$ cat src/core/ppcb_regs.vh
// Purpose: Constants for the parallel port configuration bank.
// Assumes: Register indices are kept as printed; byte address is four times the index.
// Notes:   Widths of macros match the signals they meet.
`ifndef PPCB_REGS_VH
`define PPCB_REGS_VH

// Register indices (APB byte address = index * 4)
`define PPCB_IDX_ACTIVATE      8'h30
`define PPCB_IDX_BASE_HIGH     8'h60
`define PPCB_IDX_BASE_LOW      8'h61
`define PPCB_IDX_IRQ_WAKE      8'h70
`define PPCB_IDX_IRQ_TYPE      8'h71
`define PPCB_IDX_DMA_SELECT    8'h74
`define PPCB_IDX_DMA_SECOND    8'h75
`define PPCB_IDX_PORT_CFG      8'hF0

// Reset values
`define PPCB_RST_ACTIVATE      8'h00
`define PPCB_RST_BASE_HIGH     8'h02
`define PPCB_RST_BASE_LOW      8'h78
`define PPCB_RST_IRQ_WAKE      8'h07
`define PPCB_RST_IRQ_TYPE      8'h02
`define PPCB_RST_DMA_SELECT    8'h04
`define PPCB_VAL_DMA_SECOND    8'h04
`define PPCB_RST_PORT_CFG      8'hF2

// Writable bit masks; zero bits are read-only zero, except interrupt type bit 0, which reads the live mode
`define PPCB_WMSK_BASE_HIGH    8'h07
`define PPCB_WMSK_BASE_LOW     8'hFC
`define PPCB_WMSK_IRQ_TYPE     8'h02
`define PPCB_WMSK_PORT_CFG     8'hF3

// Port configuration field positions
`define PPCB_CFG_MODE_HI       7
`define PPCB_CFG_MODE_LO       5
`define PPCB_CFG_EXT_ACCESS    4
`define PPCB_CFG_CLK_ON        1
`define PPCB_CFG_HIZ_EN        0
`define PPCB_ACT_BIT           0
`define PPCB_ITYPE_LEVEL       0

// Configured mode select encodings
`define PPCB_MODE_SPP          3'h0
`define PPCB_MODE_SPP_EXT      3'h1
`define PPCB_MODE_EPP17        3'h2
`define PPCB_MODE_EPP19        3'h3
`define PPCB_MODE_ECP          3'h4
`define PPCB_MODE_RSV5         3'h5
`define PPCB_MODE_RSV6         3'h6
`define PPCB_MODE_ECP_EPP      3'h7

// Runtime mode control field value that means EPP (mode 4)
`define PPCB_RT_MODE_EPP       3'h4

`endif

$ cat src/core/ppcb_config_bank.v
// Purpose: Configuration register bank of the parallel port logical device, APB slave.
// Assumes: Single clock pclk at 25 MHz; runtime inputs come from logic on pclk.
// Notes:   Zero wait state APB; read data is prepared in the setup cycle.
//
// Notes on behaviour
// - Activation register at index 30h, read/write, resets to 00h.
// - Base high byte resets 02h; bits 7-3 read-only, always zero.
// - Base low byte resets 78h; bits 1-0 read-only, always zero.
// - Interrupt number and wake register at 70h, read/write, resets 07h.
// - Interrupt type resets 02h; bit 1 writable, bits 7-2 read-only. Here it reads 03h after reset, bit 0 showing the default extended mode.
// - Interrupt type bit 0 reads 1 in extended mode, else 0.
// - DMA select at 74h resets 04h; 75h reads fixed 04h.
// - Port configuration register at F0h resets to F2h.
// - Bits 7-5 select SPP, SPP extended, EPP 1.7/1.9, ECP variants.
// - In ECP mode 4, EPP version follows second-level control bit 4.
// - Bit 4 clear blocks runtime registers 403h-405h; set grants access.
// - Bit 1 clear stops port clock; ECP and EPP timeout halt.
// - Bit 1 set (default) runs port clock while device active.
// - Bit 0 set with device inactive floats port outputs; default off.
// - Active runtime mode comes from the runtime mode control register.
//
// The implementer's own choice: the APB interface to the registers.
`timescale 1ns/100ps
`include "ppcb_regs.vh"

// Bus timing in brief:
// A transfer takes two cycles and the slave never stretches it.
// The setup cycle selects the register and prepares the answer.
// The access cycle shows pready, prdata and pslverr for one cycle.
// A write lands on the edge that closes the access cycle.
// Back to back transfers are accepted without an idle cycle.
// Only byte lane 0 carries data; the upper lanes read as zero.
// Misaligned or unmapped addresses answer with pslverr and store nothing.
//
// Runtime side in brief:
// Mode, clock and access controls are offered as registered levels.
// Runtime inputs share pclk, so they are used without synchronisers.
// Every derived output follows its source one edge later.

module ppcb_config_bank #(
   parameter ADDR_W = 10
) (
   input  wire              pclk,
   input  wire              presetn,
   input  wire              psel,
   input  wire              penable,
   input  wire              pwrite,
   input  wire [ADDR_W-1:0] paddr,
   input  wire [31:0]       pwdata,
   input  wire [3:0]        pstrb,
   output wire [31:0]       prdata,
   output wire              pready,
   output wire              pslverr,
   input  wire [2:0]        runtime_mode_control,
   input  wire              second_level_ext_control_b,
   input  wire              ext_reg_request,
   output wire [15:0]       base_address,
   output wire [7:0]        irq_number_wake,
   output wire [7:0]        dma_channel,
   output wire              device_active,
   output wire [2:0]        port_mode,
   output wire              epp_enabled,
   output wire              epp_v19_select,
   output wire              ecp_enabled,
   output wire              epp_timeout_enable,
   output wire              port_clock_enable,
   output wire              ext_regs_enable,
   output wire              ext_reg_grant,
   output wire              outputs_hiz
);

   // Register storage.
   // Read-only bits are never stored as ones, and reads mask them a second time.
   // Only bit 1 of the interrupt type is kept; bit 0 is derived live.
   // The second DMA report is a constant and has no storage at all.
   // Reserved configuration bits are held at zero by the write mask.
   reg [7:0]  activate_ff;
   reg [7:0]  base_high_ff;
   reg [7:0]  base_low_ff;
   reg [7:0]  irq_wake_ff;
   reg        irq_type_b1_ff;
   reg [7:0]  dma_select_ff;
   reg [7:0]  port_cfg_ff;

   // Bus answer flops
   reg [31:0] prdata_ff;
   reg [31:0] nxt_prdata;
   reg        pready_ff;
   reg        pslverr_ff;
   reg        nxt_pslverr;

   // Derived output flops
   reg [15:0] base_address_ff;
   reg        device_active_ff;
   reg [2:0]  port_mode_ff;
   reg        epp_enabled_ff;
   reg        nxt_epp_enabled;
   reg        epp_v19_ff;
   reg        nxt_epp_v19;
   reg        ecp_enabled_ff;
   reg        nxt_ecp_enabled;
   reg        epp_timeout_ff;
   reg        port_clock_ff;
   reg        ext_regs_ff;
   reg        ext_grant_ff;
   reg        hiz_ff;

   // Decode helpers
   reg        hit_map;
   reg [7:0]  rd_byte;
   wire [7:0] reg_index;
   wire       aligned;
   wire       setup_phase;
   wire       wr_commit;
   wire       lane0_wr;
   wire [7:0] wbyte;
   wire [7:0] irq_type_view;
   wire [2:0] cfg_mode;
   wire       cfg_ecp_family;
   wire       ext_mode;
   wire       clk_on_next;

   assign reg_index   = paddr[9:2];
   assign aligned     = (paddr[1:0] == 2'h0);
   assign setup_phase = psel & ~penable;
   // Write lands only on the access edge where pready is sampled high
   assign wr_commit   = psel & penable & pready_ff & pwrite & ~pslverr_ff;
   // Registers are one byte wide and live on byte lane 0
   assign lane0_wr    = wr_commit & pstrb[0];
   assign wbyte       = pwdata[7:0];

   assign cfg_mode       = port_cfg_ff[`PPCB_CFG_MODE_HI:`PPCB_CFG_MODE_LO];
   assign cfg_ecp_family = (cfg_mode == `PPCB_MODE_ECP) | (cfg_mode == `PPCB_MODE_ECP_EPP);
   // Extended mode: ECP register set with the extended registers switched on
   assign ext_mode       = cfg_ecp_family & port_cfg_ff[`PPCB_CFG_EXT_ACCESS];
   // Bit 0 is a live view of the mode, never stored
   assign irq_type_view  = {6'h00, irq_type_b1_ff, ext_mode};

   // Read mux and map check, evaluated during the setup cycle.
   // An if chain keeps the decode priority explicit and easy to extend.
   // Default values at the top keep the process free of latches.
   // A misaligned address overrides any hit, so low bits never alias.
   // Read data for an error answer is forced to zero.
   always @* begin
      hit_map = 1'b1;
      rd_byte = 8'h00;
      if (reg_index == `PPCB_IDX_ACTIVATE) begin
         rd_byte = activate_ff;
      end else if (reg_index == `PPCB_IDX_BASE_HIGH) begin
         rd_byte = base_high_ff & `PPCB_WMSK_BASE_HIGH;
      end else if (reg_index == `PPCB_IDX_BASE_LOW) begin
         rd_byte = base_low_ff & `PPCB_WMSK_BASE_LOW;
      end else if (reg_index == `PPCB_IDX_IRQ_WAKE) begin
         rd_byte = irq_wake_ff;
      end else if (reg_index == `PPCB_IDX_IRQ_TYPE) begin
         rd_byte = irq_type_view;
      end else if (reg_index == `PPCB_IDX_DMA_SELECT) begin
         rd_byte = dma_select_ff;
      end else if (reg_index == `PPCB_IDX_DMA_SECOND) begin
         rd_byte = `PPCB_VAL_DMA_SECOND;
      end else if (reg_index == `PPCB_IDX_PORT_CFG) begin
         rd_byte = port_cfg_ff & `PPCB_WMSK_PORT_CFG;
      end else begin
         hit_map = 1'b0;
      end
      if (!aligned) begin
         hit_map = 1'b0;
         rd_byte = 8'h00;
      end
   end

   // Answer values for the coming access cycle
   always @* begin
      nxt_prdata  = {24'h000000, rd_byte};
      nxt_pslverr = ~hit_map;
      if (pwrite) begin
         nxt_prdata = 32'h00000000;
      end
   end

   // APB answer: ready in the first access cycle, so zero wait states.
   // Answer flops are cleared outside the access cycle so that stale
   // read data never lingers on the bus between transfers.
   // Trade-off: one flop stage of answer costs area but keeps outputs clean.
   always @(posedge pclk or negedge presetn) begin
      if (!presetn) begin
         pready_ff  <= 1'b0;
         pslverr_ff <= 1'b0;
         prdata_ff  <= 32'h00000000;
      end else begin
         pready_ff <= setup_phase;
         if (setup_phase) begin
            pslverr_ff <= nxt_pslverr;
            prdata_ff  <= nxt_prdata;
         end else begin
            pslverr_ff <= 1'b0;
            prdata_ff  <= 32'h00000000;
         end
      end
   end

   // Register writes; read-only bits are masked away before storage.
   // Writes to the fixed DMA report index are accepted without error
   // but change nothing, since that register has no storage.
   // A write with lane 0 strobe low is acknowledged and dropped.
   // Mode writes are taken as given; software must prepare the port first.
   always @(posedge pclk or negedge presetn) begin
      if (!presetn) begin
         activate_ff    <= `PPCB_RST_ACTIVATE;
         base_high_ff   <= `PPCB_RST_BASE_HIGH;
         base_low_ff    <= `PPCB_RST_BASE_LOW;
         irq_wake_ff    <= `PPCB_RST_IRQ_WAKE;
         irq_type_b1_ff <= 1'b1;
         dma_select_ff  <= `PPCB_RST_DMA_SELECT;
         port_cfg_ff    <= `PPCB_RST_PORT_CFG;
      end else if (lane0_wr) begin
         if (reg_index == `PPCB_IDX_ACTIVATE) begin
            activate_ff <= wbyte;
         end else if (reg_index == `PPCB_IDX_BASE_HIGH) begin
            base_high_ff <= wbyte & `PPCB_WMSK_BASE_HIGH;
         end else if (reg_index == `PPCB_IDX_BASE_LOW) begin
            base_low_ff <= wbyte & `PPCB_WMSK_BASE_LOW;
         end else if (reg_index == `PPCB_IDX_IRQ_WAKE) begin
            irq_wake_ff <= wbyte;
         end else if (reg_index == `PPCB_IDX_IRQ_TYPE) begin
            irq_type_b1_ff <= wbyte[1];
         end else if (reg_index == `PPCB_IDX_DMA_SELECT) begin
            dma_select_ff <= wbyte;
         end else if (reg_index == `PPCB_IDX_PORT_CFG) begin
            port_cfg_ff <= wbyte & `PPCB_WMSK_PORT_CFG;
         end
      end
   end

   // Mode decode is purely combinational and registered further down.
   // Only the combined ECP with EPP code looks at the runtime mode field;
   // in the other codes the runtime field has no say over EPP.
   // The EPP version in that code follows the second-level control bit.
   // Mode decode. Reserved codes enable neither EPP nor ECP, so the port
   // falls back to plain compatible behaviour rather than guessing.
   always @* begin
      nxt_epp_enabled = 1'b0;
      nxt_epp_v19     = 1'b0;
      nxt_ecp_enabled = 1'b0;
      case (cfg_mode)
         `PPCB_MODE_EPP17: begin
            nxt_epp_enabled = 1'b1;
         end
         `PPCB_MODE_EPP19: begin
            nxt_epp_enabled = 1'b1;
            nxt_epp_v19     = 1'b1;
         end
         `PPCB_MODE_ECP: begin
            nxt_ecp_enabled = 1'b1;
         end
         `PPCB_MODE_ECP_EPP: begin
            nxt_ecp_enabled = 1'b1;
            // EPP only when the runtime mode field asks for mode 4
            if (runtime_mode_control == `PPCB_RT_MODE_EPP) begin
               nxt_epp_enabled = 1'b1;
               nxt_epp_v19     = second_level_ext_control_b;
            end
         end
         default: begin
            nxt_epp_enabled = 1'b0;
         end
      endcase
   end

   // Port clock runs only while active with the clock bit set.
   // Stopping it never touches register contents here; only the
   // clock-dependent functions are switched off downstream.
   assign clk_on_next = activate_ff[`PPCB_ACT_BIT] & port_cfg_ff[`PPCB_CFG_CLK_ON];

   // Registered view of configuration for the runtime datapath.
   // Costs one cycle of latency after a write but keeps outputs glitch free.
   always @(posedge pclk or negedge presetn) begin
      if (!presetn) begin
         base_address_ff  <= 16'h0000;
         device_active_ff <= 1'b0;
         port_mode_ff     <= `PPCB_MODE_SPP;
         epp_enabled_ff   <= 1'b0;
         epp_v19_ff       <= 1'b0;
         ecp_enabled_ff   <= 1'b0;
         epp_timeout_ff   <= 1'b0;
         port_clock_ff    <= 1'b0;
         ext_regs_ff      <= 1'b0;
         ext_grant_ff     <= 1'b0;
         hiz_ff           <= 1'b0;
      end else begin
         // Upper five address lines are always zero
         base_address_ff  <= {5'h00, base_high_ff[2:0], base_low_ff[7:2], 2'h0};
         device_active_ff <= activate_ff[`PPCB_ACT_BIT];
         port_mode_ff     <= cfg_mode;
         epp_enabled_ff   <= nxt_epp_enabled;
         epp_v19_ff       <= nxt_epp_v19;
         // ECP and EPP timeout need the port clock; registers keep their contents
         ecp_enabled_ff   <= nxt_ecp_enabled & clk_on_next;
         epp_timeout_ff   <= nxt_epp_enabled & clk_on_next;
         port_clock_ff    <= clk_on_next;
         ext_regs_ff      <= port_cfg_ff[`PPCB_CFG_EXT_ACCESS];
         // Runtime accesses to 403h-405h are dropped while access is off
         ext_grant_ff     <= ext_reg_request & port_cfg_ff[`PPCB_CFG_EXT_ACCESS];
         hiz_ff           <= port_cfg_ff[`PPCB_CFG_HIZ_EN] & ~activate_ff[`PPCB_ACT_BIT];
      end
   end

   // Outputs straight from flops.
   // Interrupt number and DMA channel are the registers themselves, so they
   // follow a write on the same edge as the read-back does.
   // The high impedance request is a level; the pad logic acts on it.
   // Outputs straight from flops
   assign prdata             = prdata_ff;
   assign pready             = pready_ff;
   assign pslverr            = pslverr_ff;
   assign base_address       = base_address_ff;
   assign irq_number_wake    = irq_wake_ff;
   assign dma_channel        = dma_select_ff;
   assign device_active      = device_active_ff;
   assign port_mode          = port_mode_ff;
   assign epp_enabled        = epp_enabled_ff;
   assign epp_v19_select     = epp_v19_ff;
   assign ecp_enabled        = ecp_enabled_ff;
   assign epp_timeout_enable = epp_timeout_ff;
   assign port_clock_enable  = port_clock_ff;
   assign ext_regs_enable    = ext_regs_ff;
   assign ext_reg_grant      = ext_grant_ff;
   assign outputs_hiz        = hiz_ff;

endmodule // ppcb_config_bank

$ cat config.mk
export PLATFORM = sky130hd
export DESIGN_NAME = ppcb_config_bank
export DESIGN_NICKNAME = d
export VERILOG_FILES = /design/src/core/ppcb_config_bank.v
export VERILOG_INCLUDE_DIRS = /design/src /design/src/core
export SDC_FILE = /design/constraint.sdc
export NUM_CORES = 1
export LEC_CHECK = 0
export ABC_AREA = 1
export BUFFER_PORTS_ARGS = -buffer_cell sky130_fd_sc_hd__buf_2
export CAP_MARGIN = 10
export CORE_MARGIN = 3
export CORE_UTILIZATION = 49
export CTS_CLUSTER_SIZE = 12
export DETAILED_ROUTE_END_ITERATION = 6
export PLACE_DENSITY = 0.81
export RECOVER_POWER = 25
export SLEW_MARGIN = 25
export SYNTH_ARGS = -nofsm -noshare
export SYNTH_HDL_FRONTEND = slang
export SYNTH_SLANG_ARGS = --single-unit
$ cat constraint.sdc
create_clock -name pclk -period 1.9 [get_ports pclk]
set_clock_uncertainty 0.15 [all_clocks]
set_input_delay 0.38 -clock pclk [delete_from_list [all_inputs] [get_ports pclk]]
set_output_delay 0.38 -clock pclk [all_outputs]
set_load 0.01 [all_outputs]
# Yosys cells after proc, flatten, opt, wreduce, memory -nomap -nowiden
# Cells that the tools add are included.
[totals]
n_memories = 0
romBits = 0
ram_bits = 0
latchBits = 0
register_bits = 95
word_cells = 93
[op_classes]
n_lt_le_gt_ge = 0
n_shift = 0
n_bitwise = 23
mul = 0
eq_ne = 13
n_addsub = 0
n_reduce_logical = 10
n_div = 0
muxes = 26
[ops]
columns = ["cell", "count"]
rows = [
  ["8-bit 2-to-1 mux", 10],
  ["8-bit by 7-bit == test with 1-bit output, second input constant", 6],
  ["32-bit 2-to-1 mux", 1],
  ["1-bit 2-to-1 mux", 13],
  ["1-bit bitwise AND", 12],
  ["1-bit inverter", 10],
  ["3-bit == test, second input constant", 3],
  ["8-bit by 6-bit == test with 1-bit output, second input constant", 1],
  ["8-bit == test, second input constant", 1],
  ["8-bit AND reduction", 1],
  ["7-bit AND reduction", 1],
  ["3-bit by 2-bit == test with 1-bit output, second input constant", 2],
  ["6-bit AND reduction", 1],
  ["5-bit AND reduction", 1],
  ["1-bit case mux with 2 select lines", 2],
  ["4-bit AND reduction", 1],
  ["2-bit OR reduction", 2],
  ["3-bit AND reduction", 1],
  ["2-bit zero test", 1],
  ["2-bit AND reduction", 1],
  ["1-bit OR", 1],
]

# Depth between registers and ports, before layout
[logic_depth]
depth_word = 12
depth_mapped = 11
mapped_depth_nobuf = 11

# Worst setup path before layout
# No wires, ideal clock.
[synth_path]
path_kind = "reg-to-reg"
from = "register pslverr_ff, in the netlist pslverr"
to = "register irq_wake_ff[6], in the netlist irq_number_wake[6]"
stages_incl_launch_ff = 8
arrival_time_ns = 1.263
slack_ns = 0.367
required_time_ns = 1.630
path_buffers = 1
period_less_slack_ns = 1.533
cell_sequence = "dfrtp_1 > nor3_4 > nand3_4 > nor2_8 > nand3_4 > buf_8 > nand2_2 > o21ai_2"
[synth_via]
elab_chain_cells = 4
[synth_rtl]
columns = ["element", "line_no", "text"]
rows = [
  ["from (decl)", "ppcb_config_bank.v:89", "reg pslverr_ff;"],
  ["from (signal assigned)", "ppcb_config_bank.v:193", "pslverr_ff <= nxt_pslverr;"],
  ["1-bit inverter", "ppcb_config_bank.v:127", "assign wr_commit = psel & penable & pready_ff & pwrite & ~pslverr_ff;"],
  ["1-bit bitwise AND", "ppcb_config_bank.v:127", ""],
  ["1-bit bitwise AND", "ppcb_config_bank.v:129", "assign lane0_wr = wr_commit & pstrb[0];"],
  ["5-bit AND reduction (no line)", "--", ""],
  ["to (signal assigned)", "ppcb_config_bank.v:212", "irq_wake_ff <= `PPCB_RST_IRQ_WAKE;"],
  ["to (signal assigned)", "ppcb_config_bank.v:224", "irq_wake_ff <= wbyte;"],
  ["to (decl)", "ppcb_config_bank.v:80", "reg [7:0] irq_wake_ff;"],
]
# No other way between the ends.
# A chain may end at the register's enable or synchronous reset.

# Worst setup path after layout
[layout_path]
from = "register pslverr_ff, in the netlist pslverr"
to = "register irq_wake_ff[3], in the netlist irq_number_wake[3]"
# Same word-level chain as after synthesis.

==> results.env <==
CTSRESIZECOUNT=0
DIE_Y_UM=89.0
FINAL_PERIOD_MINUS_WORST_SETUP_SLACK_NS=1.64
CP.ARRIVAL_NS=1.71
MAX_FREQ_GHz=0.611
MAX_H_TREE_LEVEL=3
TIMING.SETUP.CRITICAL_PATH_CLASS='reg2reg'
ROUTED-VIA-COUNT=2530
CRITICAL_PATH.REG2REG.STARTPOINT='pslverr$_DFF_PN0_'
AVERAGE_INSTANCE_AREA_AFTER_SYNTHESIS_UM2=9.34
DRV.MAX_CAP_VIOLATION_COUNT=0
ROOT_BUFFER='sky130_fd_sc_hd__clkbuf_8'
GRT-BUSIEST-LAYER='met2'
ASYNC_RESET_FF_FRAC=1.00
SYN_INST=361
GRT.MET2_USAGE=0.321
POWER_SPENT_CHARGING_AND_DISCHARGING_NETS_mW=0.700
TOTAL_LEAKAGE_POWER_nW=2.19
CTS.PATH.MAX_BUFFERS=2
FRACTION_OF_LAYOUT_CELLS_WITH_A_SIZE_SUFFIX_ABOVE_1=0.310
TRITONCTS='built'
CTS_INSERTED_BUFFERS=9
MIN_PATH_TYPE='in2reg'
CRITPATHCAPTURE='irq_number_wake[3]$_DFFE_PN0P_'
NUMCLOCKSINKS=71
FIN_NETS=503
MAXIMUM_NUMBER_OF_PINS_ON_ONE_NET_BEFORE_GLOBAL_ROUTE_REPAIR=23
CP-END-KIND='flop'
AVGVIACOUNTPERCELL=4.78
GP_CONGESTION=0.899
SYNTHDOMINANTCELLAREASHARE=0.415
YOSYSUNIQUECELLTYPES=33
START_UTIL=0.519
ANTENNA_FOUND_INITIAL=0
ROUTED_WL_UM=7320
SETUP_VIOL_COUNT_FINAL=0
GRT_UTIL_MET3=0.0461
STARTPOINT_TYPE='flop'
CRIT_PATH_MAX_FANOUT=16
DIE-WIDTH_UM=89.0
SYNTH.FF_LATCH_COUNT=71
DRC=0
FIRST_PASS_ITERS=4
FIN_CRIT_SH=0.862
DPL.HPWL_UM=5440
SYNTH_ENABLE_FLOP_CELLS=0
POWER.DENSITY_CELL_AREA_mW_PER_MM2=763
GRT.OVERFLOW.TOTAL=0
SHARE_OF_TOTAL_POWER_IN_SEQUENTIAL_CELLS=0.505
CORE_MM2=0.00649
TIMING_MAX_TRANSITION_VIOLATIONS_FINAL=0
CLOCK_INSERTION_DELAY_WORST_SKEW_NS=0.35
GLOBALROUTETOTALUTIL=0.195
RR_ENDPOINT='irq_number_wake[3]$_DFFE_PN0P_'
SLEW_HEADROOM=0.651
CP-STARTPOINT='pslverr$_DFF_PN0_'
GLOBAL_ROUTE_WIRE_LENGTH_BEFORE_REPAIR_UM=11700
PWR-SHARE-CLK=0.440
POST_SYNTH_MAIN_AREA_CONTRIBUTORS='sky130_fd_sc_hd__dfrtp_1, sky130_fd_sc_hd__dfstp_2, sky130_fd_sc_hd__nand2_1'
POST_ROUTE_DESIGN_AREA_MM2=0.00394
NUM_ROWS=29
DIE_AREA_MM2=0.00792
DRT_ITER0_MARKERS=147
VDD.IR_DROP.WORST_V=0.000354
CLK_PIN_SLEW_NS=0.07
TOTAL_POWER_mW=3.01
HOLD-WORST-SLACK_NS=0.0759
PORT_BUFFERS=75
R2R_SLACK_NS=0.26
DPL-INSTANCE-AREA_MM2=0.00373
SYNTHFLOPTYPE='sky130_fd_sc_hd__dfrtp_1'
STATUS='completed'
USE_MET1=0.249
ROUTED_WIRE_LENGTH_PER_INSTANCE_UM=13.8
SETUP-TNS-FINAL_NS=0
COMBPWRFRAC=0.056
ANTENNA-DIODE-COUNT=0
DRTANTENNAVIOLNETS=0
TIMING.FINAL.HOLD_VIOLATIONS=0
GRT_PASS1_VIAS=2449
SETUP_REPAIR_AFTER_GLOBAL_ROUTING_MISSED_ITS_MARGIN='no'
YOSYSTOPAREACELL='sky130_fd_sc_hd__dfrtp_1'
YOSYSWARNINGCOUNT=0
SYNTH-SEQ-AREA-SHARE=0.532
BOUNDARYPINS=134
REQUIRED_NS=1.98
SYN_AREA_MM2=0.00337
INTERNAL_POWER_mW=2.31
TIGHTESTPINTRANSITION_NS=0.524
SW_RATIO=0.233
REG2REGPATHDEPTH=6
AREAGROWTHSYNTHTOFINISH_PCT=16.8
==> flip-flops by register name (all words and copies together) (netlist names), 6 cells and up <==
name	cells
activate_ff	8
base_address	9
base_low_ff	6
dma_channel	8
irq_number_wake	8
port_cfg_ff	6
prdata	8
==> worst max-delay path: stages, from the launching register on <==
cell and delay (ns):
sky130_fd_sc_hd__dfrtp_1 0.40, sky130_fd_sc_hd__nor3_4 0.22, sky130_fd_sc_hd__nand3_4 0.14, sky130_fd_sc_hd__nor2_8 0.15
sky130_fd_sc_hd__nand3_4 0.24, sky130_fd_sc_hd__nand2_1 0.16, sky130_fd_sc_hd__o21ai_2 0.06
==> synth_stat cells, types with 2 or more instances <==
cell	count
sky130_fd_sc_hd__inv_1	35
sky130_fd_sc_hd__o21ai_1	16
sky130_fd_sc_hd__o21ai_2	8
sky130_fd_sc_hd__nand2_1	95
sky130_fd_sc_hd__clkinv_4	2
sky130_fd_sc_hd__dfrtp_1	56
sky130_fd_sc_hd__dfstp_2	15
sky130_fd_sc_hd__nor3_2	2
sky130_fd_sc_hd__nor2_4	2
sky130_fd_sc_hd__inv_2	3
sky130_fd_sc_hd__o21ai_0	21
sky130_fd_sc_hd__nor3_4	2
sky130_fd_sc_hd__buf_6	4
sky130_fd_sc_hd__nand3_4	2
sky130_fd_sc_hd__nand2_4	5
sky130_fd_sc_hd__buf_4	31
sky130_fd_sc_hd__a21oi_1	11
sky130_fd_sc_hd__nor2_1	18
sky130_fd_sc_hd__nand2_2	9
sky130_fd_sc_hd__nand3_1	11
==> stage by stage <==
| stage | std cells | worst slack, ns | utilization |
|---|---|---|---|
| after global placement | 512 | 0.137 | 0.574 |
| final | 529 | 0.263 | 0.607 |
| after detailed placement | 512 | 0.0966 | 0.574 |
| after floorplan | 391 | 0.367 | - |
| after CTS | 529 | 0.258 | 0.609 |
| after global routing | 529 | 0.165 | 0.607 |
==> routing by layer <==
layer / wire length [um] / up-vias
li1: - / 1253
met1: 3020 / 1173
met2: 3650 / 92
met3: 528 / 12
met4: 123 / 0
met5: 0 / -
==> area by class of cell <==
type | count | area [um^2]
clock buffers | 10 | 128
clock inverters | 6 | 92.6
fillers | 552 | 2550
inverters | 42 | 178
multi-input cells | 242 | 1220
flip-flops and latches | 71 | 1800
well taps | 77 | 96.3
repair buffers | 81 | 432
==> power by group through the flow <==
stage,Combinational (mW),Clock [mW],Sequential [mW]
floorplan,0.122,0,1.55
global placement,0.168,0,1.55
detailed placement,0.172,0,1.55
CTS,0.174,1.35,1.52
global route,0.191,1.41,1.52
finish,0.168,1.32,1.52
==> cell families (layout without fill, tap and decap cells) <==
| kind of cell | count (synthesis) | count (layout) | share of synthesized area |
|---|---|---|---|
| buffers and inverters | 78 | 139 | 0.139 |
| other | 1 | 31 | 0.00111 |
| flip-flops | 71 | 71 | 0.532 |
| AND/OR/NAND/NOR | 152 | 152 | 0.228 |
| AO/OA/AOI/OAI | 59 | 59 | 0.0994 |
==> worst min path at each step <==
| stage | startpoint | to | slack [ns] | cells past startpoint |
|---|---|---|---|---|
| after global routing | ext_reg_request | ext_reg_grant$_DFF_PN0_ | 0.10 | 3 |
| after floorplan | presetn | activate_ff[0]$_DFFE_PN0P_ | -0.07 | 0 |
| after CTS | ext_reg_request | ext_reg_grant$_DFF_PN0_ | 0.07 | 3 |
| after global placement | presetn | prdata[2]$_DFF_PN0_ | 0.21 | 1 |
| after detailed placement | presetn | prdata[2]$_DFF_PN0_ | 0.22 | 1 |
| final | ext_reg_request | ext_reg_grant$_DFF_PN0_ | 0.08 | 3 |
==> repair_timing <==
item / CTS / global route
hold buffers: 1 / 0
endpoints found under the hold margin: 13 / 0
buffers inserted: 0 / 0
setup endpoints to repair: 0 / 0
==> cell usage in the layout (no fill, tap or decap), types with 3 or more instances in the layout <==
cell and count:
sky130_fd_sc_hd__dfrtp_1 56, sky130_fd_sc_hd__o21ai_1 16, sky130_fd_sc_hd__o21ai_2 8, sky130_fd_sc_hd__clkbuf_8 9, sky130_fd_sc_hd__o21ai_0 21, sky130_fd_sc_hd__buf_2 74, sky130_fd_sc_hd__nand3_1 11, sky130_fd_sc_hd__nor2_1 18
sky130_fd_sc_hd__inv_2 3, sky130_fd_sc_hd__dfstp_1 10, sky130_fd_sc_hd__nand2_4 5, sky130_fd_sc_hd__inv_1 35, sky130_fd_sc_hd__nand2_2 9, sky130_fd_sc_hd__dfstp_2 5, sky130_fd_sc_hd__a21oi_1 11, sky130_fd_sc_hd__buf_4 3
sky130_fd_sc_hd__conb_1 31, sky130_fd_sc_hd__nand2_1 95
No activity file was read; power rests on OpenSTA's default activity.
